## config.mk

```make
export PLATFORM = sky130hd
export DESIGN_NAME = sn_sleep
export DESIGN_NICKNAME = d
export VERILOG_FILES = /design/src/logic/sn_sleep_pkg.sv /design/src/logic/sn_sleep.sv
export SDC_FILE = /design/constraint.sdc
export NUM_CORES = 1
export LEC_CHECK = 0
export CORE_ASPECT_RATIO = 0.7
export CORE_MARGIN = 3
export CORE_UTILIZATION = 50
export CTS_CLUSTER_SIZE = 16
export DETAILED_ROUTE_END_ITERATION = 8
export DONT_BUFFER_PORTS = 1
export REMOVE_ABC_BUFFERS = 1
export SETUP_SLACK_MARGIN = 0.05
export SYNTH_ARGS = -nofsm -noshare
export SYNTH_HDL_FRONTEND = slang
export SYNTH_SLANG_ARGS = --single-unit
```

## constraint.sdc

```tcl
create_clock -name clk -period 7.15 [get_ports clk]
set_clock_uncertainty 0.05 [all_clocks]
set_input_delay 1.7875 -clock clk [delete_from_list [all_inputs] [get_ports clk]]
set_output_delay 1.7875 -clock clk [all_outputs]
set_load 0.03 [all_outputs]
```

## src/logic/sn_sleep_pkg.sv

```systemverilog
// constants and carrier types for the serial-number and low-power command block
// assumes a single 20 MHz system clock; spi pins arrive asynchronously
package sn_sleep_pkg;

    // opcodes
    localparam logic [7:0] write_permit_cmd      = 8'h06;
    localparam logic [7:0] serial_id_program_cmd = 8'hC2;
    localparam logic [7:0] serial_id_fetch_cmd   = 8'hC3;
    localparam logic [7:0] deep_sleep_cmd        = 8'hBA;
    localparam logic [7:0] hibernate_cmd         = 8'hB9;

    localparam int          sn_bytes     = 8;
    localparam logic [63:0] sn_reset     = 64'h0000_0000_0000_0000;

    // timing, in ns, and derived cycle counts at the system clock
    localparam int clk_period_ns                = 50;
    localparam int deep_sleep_entry_delay_ns    = 3000;
    localparam int deep_sleep_wake_pulse_ns     = 15;
    localparam int deep_sleep_exit_delay_ns     = 10000;
    localparam int hibernate_entry_delay_ns     = 3000;
    localparam int hibernate_exit_delay_ns      = 450000;

    // longest times round down, least times round up, never below one
    localparam int deep_sleep_entry_cycles =
        (deep_sleep_entry_delay_ns / clk_period_ns) < 1 ? 1 :
        (deep_sleep_entry_delay_ns / clk_period_ns);
    localparam int deep_sleep_wake_cycles =
        ((deep_sleep_wake_pulse_ns + clk_period_ns - 1) / clk_period_ns) < 1 ? 1 :
        ((deep_sleep_wake_pulse_ns + clk_period_ns - 1) / clk_period_ns);
    localparam int deep_sleep_exit_cycles =
        (deep_sleep_exit_delay_ns / clk_period_ns) < 1 ? 1 :
        (deep_sleep_exit_delay_ns / clk_period_ns);
    localparam int hibernate_entry_cycles =
        (hibernate_entry_delay_ns / clk_period_ns) < 1 ? 1 :
        (hibernate_entry_delay_ns / clk_period_ns);
    localparam int hibernate_exit_cycles_doc = hibernate_exit_delay_ns / clk_period_ns;

    typedef enum {
        st_awake, st_enter_dpd, st_dpd, st_exit_dpd,
        st_enter_hib, st_hib, st_exit_hib
    } power_type;

    typedef enum {
        op_opcode, op_program, op_fetch, op_ignore
    } phase_type;

    typedef struct packed {
        logic cs_b;
        logic sck;
        logic si;
    } spi_in_type;

    typedef struct packed {
        logic so;
        logic so_oe;
    } spi_out_type;

endpackage
```

## src/logic/sn_sleep.sv

```systemverilog
// spi command slice for the board serial number and the two sleep states
// assumes spi mode 0 or 3 with sck far slower than clk; pins are raw asynchronous inputs
module sn_sleep #(
    parameter int hib_exit_cycles = sn_sleep_pkg::hibernate_exit_cycles_doc
) (
    // system
    input  wire logic                      clk,
    input  wire logic                      rst_b,
    // spi pins
    input  wire sn_sleep_pkg::spi_in_type  spi_in,
    output      sn_sleep_pkg::spi_out_type spi_out,
    // status
    output      logic                      asleep,
    output      logic [63:0]               board_serial_number
);

    // the wake timer is 16 bits wide
    if (hib_exit_cycles < 1 || hib_exit_cycles > 65535) begin : g_bad_hib_exit
        $error("hib_exit_cycles out of range");
    end

    typedef struct packed {
        sn_sleep_pkg::spi_in_type  sync1;
        sn_sleep_pkg::spi_in_type  sync2;
        sn_sleep_pkg::spi_in_type  prev;
        sn_sleep_pkg::power_type   power;
        sn_sleep_pkg::phase_type   phase;
        logic [15:0]               timer;
        logic [7:0]                shift;
        logic [2:0]                bit_cnt;
        logic [2:0]                byte_cnt;
        logic                      write_permit;
        logic                      got_dpd;
        logic                      got_hib;
        logic                      prog_full;
        logic [63:0]               staged;
        logic [63:0]               board_serial_number;
        logic                      so;
        logic                      so_oe;
        logic                      asleep;
    } state_type;

    state_type cur;
    state_type next_cur;

    logic cs_b;
    logic sck_rise;
    logic sck_fall;
    logic cs_rise;
    logic cs_fall;
    logic [7:0] shifted;
    logic [7:0] fetch_byte;

    // pick byte n of the serial number, byte 0 being the least significant
    function automatic logic [7:0] sn_byte(input logic [63:0] sn, input logic [2:0] n);
        sn_byte = sn[{n, 3'b000} +: 8];
    endfunction

    always_comb begin
        next_cur = cur;
        // only sync2 is read past the synchroniser
        next_cur.sync1 = spi_in;
        next_cur.sync2 = cur.sync1;
        next_cur.prev  = cur.sync2;
        cs_b     = cur.sync2.cs_b;
        sck_rise = !cs_b && cur.sync2.sck && !cur.prev.sck;
        sck_fall = !cs_b && !cur.sync2.sck && cur.prev.sck;
        cs_rise  = cs_b && !cur.prev.cs_b;
        cs_fall  = !cs_b && cur.prev.cs_b;
        shifted  = {cur.shift[6:0], cur.sync2.si};
        fetch_byte = sn_byte(cur.board_serial_number, cur.byte_cnt);

        // ====================================================================
        // power states
        unique case (cur.power)
            sn_sleep_pkg::st_awake: begin
                // frame end commits whatever the frame asked for
                if (cs_rise) begin
                    if (cur.got_dpd) begin
                        next_cur.power = sn_sleep_pkg::st_enter_dpd;
                        next_cur.timer = 16'h0000;
                    end else if (cur.got_hib) begin
                        next_cur.power = sn_sleep_pkg::st_enter_hib;
                        next_cur.timer = 16'h0000;
                    end
                end
            end
            sn_sleep_pkg::st_enter_dpd: begin
                next_cur.timer = cur.timer + 16'h0001;
                // entry takes the full limit of 60 cycles; select is ignored meanwhile
                if (cur.timer >= 16'(sn_sleep_pkg::deep_sleep_entry_cycles - 1)) begin
                    next_cur.power = sn_sleep_pkg::st_dpd;
                end
            end
            sn_sleep_pkg::st_dpd: begin
                // count select-low width; sck and si play no part
                if (cs_b) begin
                    next_cur.timer = 16'h0000;
                end else begin
                    next_cur.timer = cur.timer + 16'h0001;
                    if (cur.timer >= 16'(sn_sleep_pkg::deep_sleep_wake_cycles - 1)) begin
                        next_cur.power = sn_sleep_pkg::st_exit_dpd;
                        next_cur.timer = 16'h0000;
                    end
                end
            end
            sn_sleep_pkg::st_exit_dpd: begin
                next_cur.timer = cur.timer + 16'h0001;
                if (cur.timer >= 16'(sn_sleep_pkg::deep_sleep_exit_cycles - 2)) begin
                    next_cur.power = sn_sleep_pkg::st_awake;
                end
            end
            sn_sleep_pkg::st_enter_hib: begin
                next_cur.timer = cur.timer + 16'h0001;
                if (cur.timer >= 16'(sn_sleep_pkg::hibernate_entry_cycles - 1)) begin
                    next_cur.power = sn_sleep_pkg::st_hib;
                end
            end
            sn_sleep_pkg::st_hib: begin
                if (cs_fall) begin
                    next_cur.power = sn_sleep_pkg::st_exit_hib;
                    next_cur.timer = 16'h0000;
                end
            end
            sn_sleep_pkg::st_exit_hib: begin
                next_cur.timer = cur.timer + 16'h0001;
                if (cur.timer >= 16'(hib_exit_cycles - 1)) begin
                    next_cur.power = sn_sleep_pkg::st_awake;
                end
            end
        endcase

        // ====================================================================
        // command shifter, live only while awake
        if (cur.power != sn_sleep_pkg::st_awake || cs_b) begin
            next_cur.phase    = sn_sleep_pkg::op_opcode;
            next_cur.bit_cnt  = 3'd0;
            next_cur.byte_cnt = 3'd0;
        end
        if (cur.power != sn_sleep_pkg::st_awake) begin
            next_cur.got_dpd   = 1'b0;
            next_cur.got_hib   = 1'b0;
            next_cur.prog_full = 1'b0;
        end else if (cs_fall) begin
            next_cur.got_dpd   = 1'b0;
            next_cur.got_hib   = 1'b0;
            next_cur.prog_full = 1'b0;
        end else if (cs_rise) begin
            // program lands only on a frame end after all eight bytes
            if (cur.prog_full) begin
                next_cur.board_serial_number = cur.staged;
                next_cur.write_permit        = 1'b0;
            end
            next_cur.prog_full = 1'b0;
        end else if (sck_rise) begin
            next_cur.shift   = shifted;
            next_cur.bit_cnt = cur.bit_cnt + 3'd1;
            if (cur.bit_cnt == 3'd7) begin
                unique case (cur.phase)
                    sn_sleep_pkg::op_opcode: begin
                        next_cur.phase = sn_sleep_pkg::op_ignore;
                        if (shifted == sn_sleep_pkg::write_permit_cmd) begin
                            next_cur.write_permit = 1'b1;
                        end else if (shifted == sn_sleep_pkg::serial_id_program_cmd) begin
                            // without a permit the frame is dropped
                            if (cur.write_permit) begin
                                next_cur.phase = sn_sleep_pkg::op_program;
                            end
                        end else if (shifted == sn_sleep_pkg::serial_id_fetch_cmd) begin
                            next_cur.phase = sn_sleep_pkg::op_fetch;
                        end else if (shifted == sn_sleep_pkg::deep_sleep_cmd) begin
                            next_cur.got_dpd = 1'b1;
                        end else if (shifted == sn_sleep_pkg::hibernate_cmd) begin
                            next_cur.got_hib = 1'b1;
                        end
                    end
                    sn_sleep_pkg::op_program: begin
                        // bytes arrive least significant first, msb-first within each
                        next_cur.staged[{cur.byte_cnt, 3'b000} +: 8] = shifted;
                        next_cur.byte_cnt = cur.byte_cnt + 3'd1;
                        if (cur.byte_cnt == 3'd7) begin
                            next_cur.prog_full = 1'b1;
                            next_cur.phase     = sn_sleep_pkg::op_ignore;
                        end
                    end
                    sn_sleep_pkg::op_fetch: begin
                        // 3-bit counter wraps byte 7 back to byte 0
                        next_cur.byte_cnt = cur.byte_cnt + 3'd1;
                    end
                    sn_sleep_pkg::op_ignore: begin
                    end
                endcase
            end
        end

        // ====================================================================
        // serial output, driven on sck fall during a fetch
        if (cur.power != sn_sleep_pkg::st_awake || cs_b) begin
            next_cur.so    = 1'b0;
            next_cur.so_oe = 1'b0;
        end else if (sck_fall && cur.phase == sn_sleep_pkg::op_fetch) begin
            next_cur.so_oe = 1'b1;
            next_cur.so    = fetch_byte[3'd7 - cur.bit_cnt];
        end
        next_cur.asleep = next_cur.power != sn_sleep_pkg::st_awake;
    end

    // ========================================================================
    always_ff @(posedge clk or negedge rst_b) begin
        if (!rst_b) begin
            cur                     <= '0;
            cur.sync1               <= 3'b100;
            cur.sync2               <= 3'b100;
            cur.prev                <= 3'b100;
            cur.power               <= sn_sleep_pkg::st_awake;
            cur.phase               <= sn_sleep_pkg::op_opcode;
            cur.board_serial_number <= sn_sleep_pkg::sn_reset;
        end else begin
            cur <= next_cur;
        end
    end

    assign spi_out.so          = cur.so;
    assign spi_out.so_oe       = cur.so_oe;
    assign asleep              = cur.asleep;
    assign board_serial_number = cur.board_serial_number;

endmodule

```

==> results.md <==
* Result of the run: completed
* Type of origin of the critical path: flop
* Die footprint at 24000 µm²
* Worst slew pin tran at 874 ps
* Remaining Overflow, GRT at 0
* CTS-repair resized insts at 0
* Routed Antenna Nets at 0
* Final-stage net count at between 800 and 900
* Die W at around 180 µm
* Netlist cell types at 67
* Average vias per placed instance at 5.85
* Area of the multi-input gates at 4450 µm²
* HP Class: reg -> reg
* Pre-antenna DRT Iters at 4
* RSZ-0062 raised after global routing: false
* Number of enable flip-flop cells after synthesis at 0
* Sequential share of the synthesized area at between 50 and 60%
* Tot Pwr at ~2.7 mW
* End point of the most critical hold path: cur[232]
* TritonCTS clock tree: yes
* Warnings from Yosys at 0
* Worst rel slew slack at about two fifths
* Layout Utilization at a little over half
* Total number of vias at 6548
* Starting utilization of the core area at a little over half
* Maximum number of pins on one net before global-route repair at between 200 and 250
* Diode count at 0
* Max-slew violation count at 0
* Total of fill cells in the finished design at roughly 1800
* Setup Fix Bufs, Post-CTS at 0
* Final hold vios at 0
* HPWL after detailed placement at between 15000 and 20000 µm
* Proportion of register bits with asynchronous set or reset after synthesis at 100%
* Arrival time of data at the critical path endpoint at approximately 4000 ps
* DRC marker count from the first detailed-route iteration at between 500 and 600
* Reg-to-Reg Start: cs_b
* Worst hold path startpoint: cur[235]
* Sequential cell area at ~5900 µm²
* Hold Crit Depth at 0
* Number of storage elements in the synthesis netlist at around 240
* Kind of end point of the critical path: flop
* TritonCTS Sinks at 236
* # IOs at just over 70
* Post-Place Worst Slack at 3570 ps
* Standby leakage power at 5.76 nW
* Syn Inst Count at approximately 900
* Final critical-path share of the clock period at about half
* Worst-case setup margin in the final layout at 3510 ps
* Max Cap Violations at 0
* Max rail drop VDD at between 0.0002 and 0.00025 V
* Chip Height at roughly 130 µm
* Layout cells sized above 1 at 22.6%
* Cells on worst reg2reg path at 8
* Core region area at 21300 µm²
* Most used flip-flop cell after synthesis: sky130_fd_sc_hd__dfrtp_1
* R2R setup slack at 3510 ps
* Buffers from clock root to sink, at most at 3
* Number of antenna violations at the first check in global routing at 0
* Mean post-synth cell area at about 12 µm²
* First-pass GRT wire length at between 30000 and 40000 µm
* Sum of routed wire length over all layers at ~23000 µm
* Mean routed wirelength per cell at 21.0 µm
* Data required time at the worst endpoint at about 7500 ps
* Number of remaining DRC errors at 0
* Post-CTS Hold Buffers at 0
* Clock Pin Slew Worst Setup and Hold Paths at 60 ps
* PortBufs at 0
* Area overhead of the layout relative to synthesis at 4.96%
* # setup viols final at 0
* Critical path fanouts, max at 12
* Clock tree root driver cell: sky130_fd_sc_hd__clkbuf_16
* H-tree depth at 1
* Fmax at about 270 MHz
* Summed negative setup slack over all endpoints at 0 ps
* Synth Cell Area at 11100 µm²
* Global-route usage over all layers at 19.9%
* Crit path time final at between 3000 and 4000 ps
* WS Path Type: reg -> reg
* Via count of the first global-routing pass at 6652
* Skew-Pair Late Insertion Delay at 510 ps
* Last weighted congestion value of the routability-driven placer at between 0.8 and 0.9
* Total power density per cell area at 230 nW/µm²
* Inserted Clock Buffers at 24
* Number of cell rows at 44
[critical path, stage by stage (launching register included)]
cell and delay [ps]:
sky130_fd_sc_hd__dfstp_2 680, sky130_fd_sc_hd__inv_1 150, sky130_fd_sc_hd__ha_1 290, sky130_fd_sc_hd__nor2_1 170, sky130_fd_sc_hd__nand2_1 170, sky130_fd_sc_hd__nor4_4 510
sky130_fd_sc_hd__and4_1 750, sky130_fd_sc_hd__nand4b_4 340, sky130_fd_sc_hd__mux2_1 400
[metrics by stage]
step           cells  hold slack (ps)  cell area, µm²
2_1_floorplan    797              281           10500
3_3_place_gp    1079              294           10800
3_5_place_dp    1079              296           10800
4_1_cts         1120              309           11600
5_1_grt         1120              318           11600
6_report        1120              308           11600
[worst max-delay path by stage]
stage / from / to / cells after the start
5_1_grt: cs_b / flop / 8
6_report: cs_b / flop / 8
3_5_place_dp: cs_b / flop / 8
2_1_floorplan: cur[212] / board_serial_number[0] / 6
3_3_place_gp: cs_b / flop / 8
4_1_cts: cs_b / flop / 8
[kinds of logic (layout without fill, tap and decap cells)]
group           Yosys count  in the layout  share of synthesized area (%)
simple gates            278            278                           15.8
xor+xnor                  9              9                          0.710
buf+inv                 128             74                           6.72
compound gates           71             71                           4.47
flops                   236            236                           53.3
fa+ha+maj                14             14                           1.58
mux                     162            162                           17.5
[final cells by class]
class,instances,area share [%]
Clock inverter,7,0.763
Tap cell,276,2.97
Clock buffer,34,6.09
Timing Repair Buffer,6,0.387
Multi-Input combinational cell,534,38.2
Inverter,27,0.870
Sequential cell,236,50.7
[cells in the mapped netlist, types with 15 or more instances]
cell type / count / area, µm²
sky130_fd_sc_hd__and2_1: 33 / 206
sky130_fd_sc_hd__buf_4: 66 / 495
sky130_fd_sc_hd__clkbuf_1: 22 / 82.6
sky130_fd_sc_hd__dfrtp_1: 233 / 5830
sky130_fd_sc_hd__inv_1: 27 / 101
sky130_fd_sc_hd__mux2_2: 97 / 1090
sky130_fd_sc_hd__mux2_4: 16 / 240
sky130_fd_sc_hd__mux2i_1: 27 / 270
sky130_fd_sc_hd__nand2_1: 31 / 116
sky130_fd_sc_hd__nand2b_1: 15 / 93.8
sky130_fd_sc_hd__nand3_1: 16 / 80.1
sky130_fd_sc_hd__nor2_1: 62 / 233
sky130_fd_sc_hd__nor2b_1: 34 / 213
sky130_fd_sc_hd__nor3_1: 19 / 95.1
sky130_fd_sc_hd__o21ai_0: 16 / 80.1
[power by group]
part	switching [mW]	internal [mW]
Sequential	0.0275	1.35
Clock	0.505	0.759
Combinational	0.0188	0.0197
Total	0.552	2.13
[layer usage]
| layer | wire length [µm] | GRT usage [%] | vias up |
|---|---|---|---|
| met5 | 0 | 0 | - |
| met4 | 381 | 3.51 | 0 |
| met3 | 1420 | 3.98 | 32 |
| met2 | 9750 | 27.9 | 164 |
| met1 | 12000 | 32.0 | 3373 |
| li1 | - | - | 2979 |
[placed cells by master, fill, tap and decap left out, drive strengths merged, types with 3 or more instances in the layout]
master	n
nor4	23
a22oi	6
dfrtp	233
and2	33
clkinv	5
o31ai	4
nand2	32
or4	3
ha	14
a21oi	9
xnor2	8
clkbuf	34
nor4b	4
a31oi	4
dfstp	3
mux2i	27
nor2	62
a211oi	5
buf	6
o21ai	16
mux2	127
and4	3
and3	7
nand4	12
nand2b	15
inv	27
o21a	4
nand3	18
nor2b	34
mux4	8
nand4b	5
nor3	19
No activity file was read; power rests on OpenSTA's default activity.
